**config.mk**
```make
export PLATFORM = sky130hd
export DESIGN_NAME = smsc_top
export DESIGN_NICKNAME = d
export VERILOG_FILES = /design/src/verilog/smsc_pkg.sv /design/src/verilog/smsc_strap_decode.sv /design/src/verilog/smsc_top.sv
export SDC_FILE = /design/constraint.sdc
export NUM_CORES = 1
export LEC_CHECK = 0
export BUFFER_PORTS_ARGS = -buffer_cell sky130_fd_sc_hd__buf_2
export CORE_MARGIN = 2
export CORE_UTILIZATION = 47
export DETAILED_ROUTE_END_ITERATION = 10
export PLACE_DENSITY = 0.77
export RECOVER_POWER = 50
export SYNTH_ARGS = -nofsm -noshare
export SYNTH_HDL_FRONTEND = slang
export SYNTH_SLANG_ARGS = --single-unit
```
**constraint.sdc**
```tcl
create_clock -name clk_i -period 1.9 [get_ports clk_i]
set_input_delay 0.38 -clock clk_i [delete_from_list [all_inputs] [get_ports clk_i]]
set_output_delay 0.38 -clock clk_i [all_outputs]
set_load 0.01 [all_outputs]
```
**src/verilog/smsc_pkg.sv**
```systemverilog
`default_nettype none
package smsc_pkg;

    // Strap level bins, as reported by the strap comparators.
    typedef enum logic [1:0] {
        SMSC_BIN_SHORT = 2'h0,
        SMSC_BIN_MID   = 2'h1,
        SMSC_BIN_HIGH  = 2'h2,
        SMSC_BIN_OPEN  = 2'h3
    } smsc_bin_t;

    typedef enum logic [1:0] {
        SMSC_MODE_TABLE1 = 2'h0,
        SMSC_MODE_TABLE2 = 2'h1,
        SMSC_MODE_NOSLP  = 2'h2
    } smsc_mode_t;

    typedef struct packed {
        logic       valid;
        logic       sleep_en;
        smsc_mode_t mode;
        smsc_bin_t  en_bin;
        smsc_bin_t  thr_bin;
        logic [6:0] entry_duty;
        logic [6:0] exit_duty;
    } smsc_cfg_t;

    // Wishbone register offsets (byte addresses).
    localparam logic [3:0] SMSC_OFF_CTRL = 4'h0;
    localparam logic [3:0] SMSC_OFF_CFG = 4'h4;
    localparam logic [3:0] SMSC_OFF_STAT = 4'h8;
    localparam logic [3:0] SMSC_OFF_DUTY = 4'hC;

    // CTRL field positions.
    localparam int SMSC_CTRL_STANDBY_BIT = 0;
    localparam logic [31:0] SMSC_CTRL_RESET = 32'h0;

    // Duty thresholds in percent.
    localparam logic [6:0] SMSC_T1_ENTRY = 7'h28;
    localparam logic [6:0] SMSC_T2_ENTRY = 7'h19;
    localparam logic [6:0] SMSC_NOSLP_ENTRY = 7'h00;
    localparam logic [6:0] SMSC_T1_EXIT_SHORT = 7'h50;
    localparam logic [6:0] SMSC_T1_EXIT_MID = 7'h4B;
    localparam logic [6:0] SMSC_T1_EXIT_HIGH = 7'h41;
    localparam logic [6:0] SMSC_T1_EXIT_OPEN = 7'h3C;
    localparam logic [6:0] SMSC_T2_EXIT_SHORT = 7'h4B;
    localparam logic [6:0] SMSC_T2_EXIT_MID = 7'h46;
    localparam logic [6:0] SMSC_T2_EXIT_HIGH = 7'h3C;
    localparam logic [6:0] SMSC_T2_EXIT_OPEN = 7'h37;
    localparam logic [6:0] SMSC_BM_EXIT_SHORT = 7'h50;
    localparam logic [6:0] SMSC_BM_EXIT_MID = 7'h4B;
    localparam logic [6:0] SMSC_BM_EXIT_HIGH = 7'h41;
    localparam logic [6:0] SMSC_BM_EXIT_OPEN = 7'h00;

    // Half-switching cycles of low duty needed to confirm sleep entry.
    localparam int SMSC_SLEEP_CONFIRM = 512;
    // Half-switching cycles during which timing is ignored after entry.
    localparam int SMSC_SLEEP_BLANK = 8;
    // Clock cycles the strap sources settle before sampling.
    localparam int SMSC_STRAP_SETTLE = 16;

endpackage
`default_nettype wire

```
**src/verilog/smsc_strap_decode.sv**
```systemverilog
`timescale 1ns/1ps
`default_nettype none
module smsc_strap_decode (
    input wire smsc_pkg::smsc_bin_t en_bin_i,
    input wire smsc_pkg::smsc_bin_t thr_bin_i,
    output var smsc_pkg::smsc_cfg_t cfg_o
);
    always_comb begin
        cfg_o = '0;
        cfg_o.valid = 1'b1;
        cfg_o.en_bin = en_bin_i;
        cfg_o.thr_bin = thr_bin_i;
        // open strap disables
        if (en_bin_i == smsc_pkg::SMSC_BIN_OPEN) begin
            cfg_o.sleep_en = 1'b0;
            cfg_o.mode = smsc_pkg::SMSC_MODE_NOSLP;
            cfg_o.entry_duty = smsc_pkg::SMSC_NOSLP_ENTRY;
            // burst exit table
            unique case (thr_bin_i)
                smsc_pkg::SMSC_BIN_SHORT: cfg_o.exit_duty = smsc_pkg::SMSC_BM_EXIT_SHORT;
                smsc_pkg::SMSC_BIN_MID: cfg_o.exit_duty = smsc_pkg::SMSC_BM_EXIT_MID;
                smsc_pkg::SMSC_BIN_HIGH: cfg_o.exit_duty = smsc_pkg::SMSC_BM_EXIT_HIGH;
                smsc_pkg::SMSC_BIN_OPEN: cfg_o.exit_duty = smsc_pkg::SMSC_BM_EXIT_OPEN;
            endcase
        // table select
        end else if (en_bin_i == smsc_pkg::SMSC_BIN_HIGH) begin
            cfg_o.sleep_en = 1'b1;
            cfg_o.mode = smsc_pkg::SMSC_MODE_TABLE2;
            // second table
            cfg_o.entry_duty = smsc_pkg::SMSC_T2_ENTRY;
            unique case (thr_bin_i)
                smsc_pkg::SMSC_BIN_SHORT: cfg_o.exit_duty = smsc_pkg::SMSC_T2_EXIT_SHORT;
                smsc_pkg::SMSC_BIN_MID: cfg_o.exit_duty = smsc_pkg::SMSC_T2_EXIT_MID;
                smsc_pkg::SMSC_BIN_HIGH: cfg_o.exit_duty = smsc_pkg::SMSC_T2_EXIT_HIGH;
                smsc_pkg::SMSC_BIN_OPEN: cfg_o.exit_duty = smsc_pkg::SMSC_T2_EXIT_OPEN;
            endcase
        end else begin
            // Short and mid enable straps both select the first table.
            cfg_o.sleep_en = 1'b1;
            cfg_o.mode = smsc_pkg::SMSC_MODE_TABLE1;
            // first table
            cfg_o.entry_duty = smsc_pkg::SMSC_T1_ENTRY;
            unique case (thr_bin_i)
                smsc_pkg::SMSC_BIN_SHORT: cfg_o.exit_duty = smsc_pkg::SMSC_T1_EXIT_SHORT;
                smsc_pkg::SMSC_BIN_MID: cfg_o.exit_duty = smsc_pkg::SMSC_T1_EXIT_MID;
                smsc_pkg::SMSC_BIN_HIGH: cfg_o.exit_duty = smsc_pkg::SMSC_T1_EXIT_HIGH;
                smsc_pkg::SMSC_BIN_OPEN: cfg_o.exit_duty = smsc_pkg::SMSC_T1_EXIT_OPEN;
            endcase
        end
    end
endmodule
`default_nettype wire

```
**src/verilog/smsc_top.sv**
```systemverilog
// Behaviour
// Capture mode configuration once at supply turn-on; hold it while supply in range.
// In run, enable below off threshold halts to low power; above on resumes.
// External on-off switch on enable must stay open during start-up sampling.
// Source enable strap current; strap up to 180k enables sleep, then lower current.
// Source threshold strap current, latch entry/exit duties, then switch current off.
// Enable strap selects table: 100k first table, 180k second table.
// First table: entry 40%, exit 80/75/65/60% by threshold strap.
// Second table: entry 25%, exit 75/70/60/55% by threshold strap.
// Open enable strap latches sleep disabled; no light-load sleep entry.
// Sleep disabled still sleeps on primary stop or enable pulled low.
// Resume only once conduction duty exceeds latched exit threshold.
// Open enable strap: burst exit duty 80/75/65/0% by threshold strap.
// Sleep enabled: enter after 512 consecutive cycles below entry duty.
// Each strap encoded as two-bit bin, loaded only at start-up.
`timescale 1ns/1ps
`default_nettype none
module smsc_top #(
    parameter int CONFIRM_CYCLES = smsc_pkg::SMSC_SLEEP_CONFIRM,
    parameter int BLANK_CYCLES = smsc_pkg::SMSC_SLEEP_BLANK,
    parameter int SETTLE_CYCLES = smsc_pkg::SMSC_STRAP_SETTLE
) (
    input wire logic clk_i,
    input wire logic rst_i,
    input wire logic supply_ok_i,
    input wire logic half_cycle_i,
    input wire logic [6:0] duty_i,
    input wire logic primary_stop_i,
    input wire logic enable_high_i,
    input wire logic enable_low_i,
    input wire logic [1:0] enable_strap_bin_i,
    input wire logic [1:0] threshold_strap_bin_i,
    input wire logic [3:0] wb_adr_i,
    input wire logic [31:0] wb_dat_i,
    input wire logic [3:0] wb_sel_i,
    input wire logic wb_we_i,
    input wire logic wb_cyc_i,
    input wire logic wb_stb_i,
    output logic [31:0] wb_dat_o,
    output logic wb_ack_o,
    output logic enable_strap_current_o,
    output logic enable_run_current_o,
    output logic threshold_strap_current_o,
    output logic drive_enable_o,
    output logic low_power_o,
    output logic sleep_en_o,
    output logic [6:0] burst_exit_duty_o
);
    typedef enum logic [2:0] {
        SMSC_ST_OFF,
        SMSC_ST_SAMPLE,
        SMSC_ST_RUN,
        SMSC_ST_SLEEP,
        SMSC_ST_REMOTE_OFF
    } smsc_state_t;

    localparam int CNT_W = $clog2(CONFIRM_CYCLES + 1);
    localparam int SET_W = $clog2(SETTLE_CYCLES + 1);
    localparam int BLK_W = $clog2(BLANK_CYCLES + 1);
    localparam logic SMSC_CTRL_RESET_BIT = smsc_pkg::SMSC_CTRL_RESET[0];

    smsc_state_t state_ff;
    smsc_state_t nxt_state;
    smsc_pkg::smsc_cfg_t cfg_ff;
    smsc_pkg::smsc_cfg_t dec_cfg;
    smsc_pkg::smsc_bin_t en_bin_ff;
    smsc_pkg::smsc_bin_t thr_bin_ff;
    logic [SET_W-1:0] settle_ff;
    logic [CNT_W-1:0] low_cnt_ff;
    logic [BLK_W-1:0] blank_ff;
    logic standby_ff;
    logic [31:0] ctrl_rd;
    logic wb_req;
    logic settled;
    logic remote_off_ff;

    smsc_strap_decode u_decode (
        .en_bin_i(en_bin_ff),
        .thr_bin_i(thr_bin_ff),
        .cfg_o(dec_cfg)
    );

    assign wb_req = wb_cyc_i && wb_stb_i && !wb_ack_o;
    assign settled = (settle_ff == SET_W'(SETTLE_CYCLES));

    // Remote on-off with hysteresis: two comparator outputs form the band.
    always_ff @(posedge clk_i) begin
        if (rst_i || !supply_ok_i) begin
            remote_off_ff <= 1'b0;
        // enable hysteresis
        end else if (enable_low_i) begin
            remote_off_ff <= 1'b1;
        end else if (enable_high_i) begin
            remote_off_ff <= 1'b0;
        end
    end

    always_comb begin
        nxt_state = state_ff;
        unique case (state_ff)
            SMSC_ST_OFF: begin
                // capture at turn-on
                if (supply_ok_i) begin
                    nxt_state = SMSC_ST_SAMPLE;
                end
            end
            SMSC_ST_SAMPLE: begin
                if (settled) begin
                    nxt_state = SMSC_ST_RUN;
                end
            end
            SMSC_ST_RUN: begin
                // forced low power
                if (remote_off_ff || standby_ff) begin
                    nxt_state = SMSC_ST_REMOTE_OFF;
                end else if (primary_stop_i) begin
                    nxt_state = SMSC_ST_SLEEP;
                // confirmed light load
                end else if (cfg_ff.sleep_en && half_cycle_i &&
                             low_cnt_ff == CNT_W'(CONFIRM_CYCLES - 1) &&
                             duty_i < cfg_ff.entry_duty) begin
                    nxt_state = SMSC_ST_SLEEP;
                end
            end
            SMSC_ST_SLEEP: begin
                if (remote_off_ff || standby_ff) begin
                    nxt_state = SMSC_ST_REMOTE_OFF;
                // duty exit check
                end else if (blank_ff == '0 && half_cycle_i && !primary_stop_i &&
                             duty_i > cfg_ff.exit_duty) begin
                    nxt_state = SMSC_ST_RUN;
                end
            end
            SMSC_ST_REMOTE_OFF: begin
                // Resume goes through sleep so the exit duty still gates driving.
                if (!remote_off_ff && !standby_ff) begin
                    nxt_state = SMSC_ST_SLEEP;
                end
            end
        endcase
        if (!supply_ok_i) begin
            nxt_state = SMSC_ST_OFF;
        end
    end

    always_ff @(posedge clk_i) begin
        if (rst_i) begin
            state_ff <= SMSC_ST_OFF;
        end else begin
            state_ff <= nxt_state;
        end
    end

    always_ff @(posedge clk_i) begin
        if (rst_i || state_ff != SMSC_ST_SAMPLE) begin
            settle_ff <= '0;
        end else if (!settled) begin
            settle_ff <= settle_ff + SET_W'(1);
        end
    end

    // bins loaded at start-up
    always_ff @(posedge clk_i) begin
        if (rst_i) begin
            en_bin_ff <= smsc_pkg::SMSC_BIN_OPEN;
            thr_bin_ff <= smsc_pkg::SMSC_BIN_OPEN;
        end else if (state_ff == SMSC_ST_SAMPLE && !settled) begin
            en_bin_ff <= smsc_pkg::smsc_bin_t'(enable_strap_bin_i);
            thr_bin_ff <= smsc_pkg::smsc_bin_t'(threshold_strap_bin_i);
        end
    end

    // hold config in range
    always_ff @(posedge clk_i) begin
        if (rst_i || !supply_ok_i) begin
            cfg_ff <= '0;
        end else if (state_ff == SMSC_ST_SAMPLE && settled) begin
            cfg_ff <= dec_cfg;
        end
    end

    // strap current sources
    always_ff @(posedge clk_i) begin
        if (rst_i) begin
            enable_strap_current_o <= 1'b0;
            enable_run_current_o <= 1'b0;
            threshold_strap_current_o <= 1'b0;
        end else begin
            enable_strap_current_o <= (nxt_state == SMSC_ST_SAMPLE);
            enable_run_current_o <= (nxt_state != SMSC_ST_SAMPLE) &&
                                    (nxt_state != SMSC_ST_OFF);
            // source off after store
            threshold_strap_current_o <= (nxt_state == SMSC_ST_SAMPLE);
        end
    end

    // consecutive low count
    always_ff @(posedge clk_i) begin
        if (rst_i || state_ff != SMSC_ST_RUN) begin
            low_cnt_ff <= '0;
        end else if (half_cycle_i) begin
            if (duty_i < cfg_ff.entry_duty) begin
                low_cnt_ff <= low_cnt_ff + CNT_W'(1);
            end else begin
                low_cnt_ff <= '0;
            end
        end
    end

    // After entry the exit check is ignored for a few cycles to let it settle.
    always_ff @(posedge clk_i) begin
        if (rst_i) begin
            blank_ff <= '0;
        end else if (state_ff != SMSC_ST_SLEEP && nxt_state == SMSC_ST_SLEEP) begin
            blank_ff <= BLK_W'(BLANK_CYCLES);
        end else if (half_cycle_i && blank_ff != '0) begin
            blank_ff <= blank_ff - BLK_W'(1);
        end
    end

    // no light-load sleep
    always_ff @(posedge clk_i) begin
        if (rst_i) begin
            drive_enable_o <= 1'b0;
            low_power_o <= 1'b1;
            sleep_en_o <= 1'b0;
            burst_exit_duty_o <= '0;
        end else begin
            drive_enable_o <= (nxt_state == SMSC_ST_RUN);
            low_power_o <= (nxt_state != SMSC_ST_RUN);
            sleep_en_o <= cfg_ff.sleep_en;
            // burst exit output
            burst_exit_duty_o <= cfg_ff.exit_duty;
        end
    end

    // Software standby request forces the low-power state like a remote off.
    always_ff @(posedge clk_i) begin
        if (rst_i) begin
            standby_ff <= SMSC_CTRL_RESET_BIT;
        end else if (wb_req && wb_we_i && wb_adr_i == smsc_pkg::SMSC_OFF_CTRL &&
                     wb_sel_i[0]) begin
            standby_ff <= wb_dat_i[smsc_pkg::SMSC_CTRL_STANDBY_BIT];
        end
    end

    always_comb begin
        ctrl_rd = '0;
        ctrl_rd[smsc_pkg::SMSC_CTRL_STANDBY_BIT] = standby_ff;
    end

    // One wait-free cycle: ack follows the request by one edge.
    always_ff @(posedge clk_i) begin
        if (rst_i) begin
            wb_ack_o <= 1'b0;
            wb_dat_o <= '0;
        end else begin
            wb_ack_o <= wb_req;
            if (wb_req && !wb_we_i) begin
                unique case (wb_adr_i)
                    smsc_pkg::SMSC_OFF_CTRL: wb_dat_o <= ctrl_rd;
                    smsc_pkg::SMSC_OFF_CFG: wb_dat_o <= {22'h0, cfg_ff.valid,
                        cfg_ff.sleep_en, cfg_ff.mode, cfg_ff.en_bin, 2'h0, cfg_ff.thr_bin};
                    smsc_pkg::SMSC_OFF_STAT: wb_dat_o <= {21'h0, 3'(state_ff),
                        CNT_W >= 8 ? 8'(low_cnt_ff >> (CNT_W - 8)) : 8'(low_cnt_ff)};
                    smsc_pkg::SMSC_OFF_DUTY: wb_dat_o <= {17'h0, cfg_ff.exit_duty,
                        1'b0, cfg_ff.entry_duty};
                    default: wb_dat_o <= 32'h0;
                endcase
            end
        end
    end
endmodule
`default_nettype wire

```
==> reports/metrics.csv, run 1 <==
metric;value;unit
Cell variety after synth;55;
Yosys top cell area share;40.0;%
hold path start;enable_low_i;
DIE HEIGHT;91.6;um
final worst slack;-27.4;ps
Synth area leader;dfxtp_1;
crit share post-route;101;%
Req. time, crit path;2190;ps
placed instance area;4150;um2
top_reg_cell synth;dfxtp_1;
pwr/cell area;765;nW/um2
switching power;0.956;mW
crit start category;flip-flop;
asr flop ratio synth;0;%
gr usage total;20.6;%
via density per instance;5.33;
outcome;finished with violations;
clk_lat worst skew;350;ps
Initial Utilization;49.2;%
DIE AREA;8390;um2
# fillers;628;
R2R depth;8;
max_cap viols;0;
worst-path fanout max;5;
crit path kind;flip-flop to flip-flop;
first-pass GRT wire length;13.8;mm
nets;593;
drt total wl;8.81;mm
list of most frequent post-synthesis cells;72 x dfxtp_1, 57 x nor2_1, 38 x nand2_1;
H-Tree Depth;3;
Pint;2.52;mW
final instance area;4550;um2
hold_ws;238;ps
ant diodes;0;
CTS Buf Count;9;
Worst setup EP type;flip-flop;
Yosys warning count;0;
Clock Skew;11.5;ps
gpl congestion;0.884;
fin. max-slew vios;0;
# clock sinks;72;
proportion of layout cells with a drive suffix above 1;25.6;%
clock tree from TritonCTS;yes;
count leader, synth;dfxtp_1;
Leak;1.82;nW
area grow syn2layout;26.1;%
Worst-Margin Slew;544;ps
Post-DRT Antenna Nets;0;
Hold Buf Count CTS;0;
clock root cell;clkbuf_8;
WHS Endpoint;remote_off_ff$_SDFFE_PP0P_;
DRC Markers;0;
Clock Power Share;34.1;%
RSZ-0062 raised after global routing;yes;
synth top area cells;dfxtp_1 40%, ha_1 7.3%, nor2_1 5.9%;
relative slew slack;63.3;%
Hold/Removal Path Class;primary input to flip-flop;
IO buf count;55;
Reg-to-Reg Start;cfg_ff[18]$_SDFFE_PP0P_;
num rows;31;
setup tns final;-55.4;ps
via count;3279;
Arr. time, crit path;2220;ps
setup violators final;5;
routed len/inst;14.3;um
Ports;107;
Min Clock Period, post-route;1930;ps
worst slack at placement;-147;ps
FF-to-FF setup slack;-30;ps
syn avg cell area;8.54;um2
Max Freq;519;MHz
Syn Std Cell Area;3610;um2
maximum vdd drop;296;uV
dpl hpwl;6.40;mm
largest net degree at the start of global routing;27;
CP startpoint;cfg_ff[18]$_SDFFE_PP0P_;
Seq cells post-synth;72;
clk buf depth;2;
grt ovf;0;
RR Endpoint;low_cnt_ff[0]$_SDFFE_PP0P_;
switching share of power;27.5;%
Reg power frac;45.9;%
antenna violations before repair;0;
Mapped Cells;422;
First DRT Iteration DRCs;185;
vias in the first global route;2924;
failing checks;setup timing;
Core ar.;7330;um2
register area share after synthesis;40.0;%
Post-synth EDFFs;0;
Die W;91.6;um
DR pass1 iterations;4;
Gate power share;20.0;%
clock slew seen by the registers of the worst setup and hold paths;70;ps
Hold Path Cell Cnt;3;
Final Hold Violating Endpoints;0;
per-layer routing:
metal / global-route usage [%] / wire (um)
met4: 8.96 / 307
met1: 27.2 / 3890
met5: 0 / 0
met3: 3.32 / 511
met2: 33.1 / 4100
flip-flops by register name, indices dropped and copies added (netlist names):
name	count
blank_ff	4
burst_exit_duty_o	7
cfg_ff	16
drive_enable_o	1
en_bin_ff	2
enable_run_current_o	1
low_cnt_ff	10
low_power_o	1
remote_off_ff	1
settle_ff	5
sleep_en_o	1
standby_ff	1
state_ff	3
thr_bin_ff	2
threshold_strap_current_o	1
wb_ack_o	1
wb_dat_o	15
power groups by stage:
stage / Sequential [mW] / Combinational (mW) / Clock (mW)
after floorplan: 1.61 / 0.355 / 0
after global placement: 1.62 / 0.545 / 0
after detailed placement: 1.62 / 0.559 / 0
after CTS: 1.59 / 0.587 / 1.20
after global routing: 1.60 / 0.772 / 1.27
final: 1.60 / 0.697 / 1.19
area by class of cell:
cell class / instances / area, um2 / share of cell area [%]
Clock buffer: 11 / 131 / 2.89
Clock inverter: 5 / 57.6 / 1.27
Inverter: 21 / 78.8 / 1.73
Multi-Input combinational cell: 308 / 2120 / 46.5
Sequential cell: 72 / 1450 / 31.9
Tap cell: 99 / 124 / 2.72
Timing Repair Buffer: 99 / 589 / 13.0
stage by stage:
stage / instances / util (%) / power, mW
2_1_floorplan: 438 / - / 1.97
3_3_place_gp: 595 / 56.6 / 2.16
3_5_place_dp: 595 / 56.6 / 2.18
4_1_cts: 612 / 59.6 / 3.37
5_1_grt: 615 / 62.0 / 3.65
6_report: 615 / 62.0 / 3.48
cell families (layout without fill, tap and decap cells):
family / after synthesis / after routing / share of synthesized area [%]
AOI/OAI and AO/OA: 76 / 76 / 14.1
xor gates and xnor gates: 14 / 14 / 3.40
adders and majority gates: 21 / 21 / 7.29
buffers and inverters: 58 / 136 / 8.22
DFF: 72 / 72 / 40.0
muxes: 11 / 11 / 3.61
other: 1 / 17 / 0.104
and+or+nand+nor: 169 / 169 / 23.3
cells in the final DEF (no fill, tap or decap), types with 9 or more instances in the layout:
cell      synthesis  final
a21oi_1          27     25
a22oi_1          12     12
buf_2             3     26
buf_4            18     39
clkbuf_1         12     32
clkbuf_8          0      9
conb_1            1     17
dfxtp_1          72     64
ha_1             21     13
inv_1            21     15
nand2_1          38     38
nand3_1          14     13
nor2_1           57     50
nor2b_1           9      9
o21ai_0          10      9
xor2_1           10     10
worst max-delay path by stage:
stage | slack, ps | endpoint | cells after the start
after floorplan | 90 | blank_ff[0]$_SDFFE_PP0P_ | 6
after global placement | -130 | blank_ff[0]$_SDFFE_PP0P_ | 7
after detailed placement | -150 | low_cnt_ff[8]$_SDFFE_PP0P_ | 8
after CTS | 4 | blank_ff[0]$_SDFFE_PP0P_ | 8
after global routing | -70 | low_cnt_ff[0]$_SDFFE_PP0P_ | 8
final | -30 | low_cnt_ff[0]$_SDFFE_PP0P_ | 8
worst max-delay path, stage by stage (launching register included):
cell	delay, ps
dfxtp_2	340
inv_2	50
ha_4	210
a21o_1	180
a2bb2oi_2	170
a21boi_1	90
or4b_4	570
buf_12	170
nor2_4	80
timing repair:
item / 4_1_cts / 5_1_grt
resized for setup: 7 / 48
endpoints found under the setup margin: 8 / 23
cloned: 0 / 1
pin swaps: 1 / 18
buffers inserted: 1 / 2
No activity file was read; power rests on OpenSTA's default activity.
==> run 2: changes to the inputs <==
Settings changed: PLACE_DENSITY 0.77 to 0.87.
==> run 2 against run 1 <==
  * Worst hold slack improved by 8.1 ps
  * Design area fell by 0.41%
  * Via count rose by 5.9%
  * Global-route usage rose by 2.0 points
  * Count of clock-buffer cells in the layout did not move
  * Utilization fell by 0.26 points
  * Non-clock buffer count fell by 1
  * Critical path type unchanged
  * Critical path depth rose by 1
  * Sequential power barely moved
  * The flow now finishes without violations
  * Clock skew fell by 5.9 ps
==> reports/metrics.csv, run 2 (synthesis results as in run 1) <==
metric;value;unit
Initial Utilization;49.2;%
clock slew seen by the registers of the worst setup and hold paths;80;ps
Clock Skew;5.61;ps
gpl congestion;0.888;
placed instance area;4140;um2
clk buf depth;2;
fin. max-slew vios;0;
R2R depth;9;
area grow syn2layout;25.6;%
hold_ws;247;ps
IO buf count;55;
crit start category;flip-flop;
via count;3473;
Leak;1.81;nW
clk_lat worst skew;350;ps
Final Hold Violating Endpoints;0;
DIE HEIGHT;91.6;um
outcome;finished, final reports clean;
DR pass1 iterations;5;
Biggest register;cfg_ff;
Post-Layout Cell Count;614;
Largest register FFs;16;
nets;592;
final instance area;4530;um2
Max Freq;527;MHz
ant diodes;0;
sequential cell area;1450;um2
Arr. time, crit path;2200;ps
Die W;91.6;um
Worst setup EP type;flip-flop;
Multi-input gate area;2070;um2
routed len/inst;16.3;um
DRC Markers;0;
crit path kind;flip-flop to flip-flop;
worst slack at placement;-159;ps
via density per instance;5.66;
H-Tree Depth;3;
antenna violations before repair;0;
Hold Path Cell Cnt;3;
# fillers;561;
CTS Buf Count;9;
pwr/cell area;827;nW/um2
first-pass GRT wire length;15.1;mm
max_cap viols;0;
Core ar.;7330;um2
Post-DRT Antenna Nets;0;
# clock sinks;72;
Min Clock Period, post-route;1900;ps
grt ovf;0;
maximum vdd drop;414;uV
proportion of layout cells with a drive suffix above 1;23.7;%
Hold/Removal Path Class;primary input to flip-flop;
most frequent cells in the layout;66 x dfxtp_1, 52 x nor2_1, 38 x nand2_1, 38 x buf_4, 34 x clkbuf_1;
RSZ-0062 raised after global routing;yes;
vias in the first global route;3234;
clock root cell;clkbuf_8;
leading registers by flop count;cfg_ff (16), wb_dat_o (15), low_cnt_ff (10);
clock tree from TritonCTS;yes;
relative slew slack;60.9;%
total power;3.75;mW
DIE AREA;8390;um2
dpl hpwl;6.84;mm
gr usage total;22.6;%
Worst-Margin Slew;579;ps
most common cell after layout, fill and taps aside;dfxtp_1;
Ports;107;
Hold Buf Count CTS;0;
First DRT Iteration DRCs;329;
largest net degree at the start of global routing;29;
final worst slack;1.39;ps
worst-path fanout max;3;
Req. time, crit path;2200;ps
crit share post-route;99.9;%
drt total wl;10.0;mm
num rows;31;
cell count after placement;594;
setup violators final;0;
run 2: cell types whose count changed in the layout (fill, tap and decap cells not counted), moves of 3 or more:
| cell | before | now |
|---|---|---|
| nor2_4 | 5 | 0 |
| dfxtp_2 | 8 | 5 |
| ha_1 | 13 | 16 |
| ha_4 | 8 | 5 |
| inv_1 | 15 | 18 |
| inv_2 | 6 | 3 |
| nor2_2 | 2 | 5 |
run 2: final timing paths:
| check | start | endpoint | slack [ps] |
|---|---|---|---|
| worst min register to register | wb_dat_o[0]$_SDFFE_PP0P_ | wb_dat_o[0]$_SDFFE_PP0P_ | 460 |
| worst max register to register | blank_ff[1]$_SDFFE_PP0P_ | blank_ff[2]$_SDFFE_PP0P_ | 1 |
| worst min-delay path | enable_strap_bin_i[0] | en_bin_ff[0]$_SDFFE_PP1P_ | 250 |
| worst max-delay path | blank_ff[1]$_SDFFE_PP0P_ | blank_ff[2]$_SDFFE_PP0P_ | 1 |
run 2: cell type report:
class                           instances  share of cell area, %
Timing Repair Buffer                   98                   12.3
Sequential cell                        72                   32.0
Clock buffer                           11                   3.12
Multi-Input combinational cell        308                   45.8
Clock inverter                          5                   2.29
Inverter                               21                   1.74
Tap cell                               99                   2.73
run 2: power by group:
part           switching [mW]  total, mW  leakage, nW  internal (mW)
sequential             0.0455       1.60        0.585           1.55
combinational           0.339      0.662         1.10          0.322
clock                   0.579       1.49        0.124          0.909
total                   0.964       3.75         1.81           2.78
run 2: through the flow:
step	setup TNS [ps]	util (%)
5_1_grt	-363	61.8
2_1_floorplan	0	-
4_1_cts	0	60.0
3_3_place_gp	-1060	56.5
6_report	0	61.8
3_5_place_dp	-1700	56.5
run 2: critical path: stages, from the launching register on:
cell and delay (ps):
dfxtp_2 370, inv_2 60, ha_4 150, buf_4 120, buf_4 120, nor2b_1 130, or3_1 350, a21oi_1 230
and3_1 190, a22o_1 110
run 2: layer usage:
| layer | up-vias | wire, um | track usage [%] |
|---|---|---|---|
| met3 | 36 | 796 | 3.98 |
| met5 | - | 0 | 0 |
| met4 | 0 | 448 | 12.5 |
| li1 | 1607 | - | - |
| met1 | 1611 | 3910 | 26.8 |
| met2 | 219 | 4860 | 38.5 |
run 2: what timing repair did:
action                                  in CTS  in global routing
pin swaps                                    0                 12
setup buffers                                0                  3
endpoints found under the setup margin       4                 30
gates cloned                                 0                  1
resized for setup                            3                 39
hold endpoints to repair                     0                  0
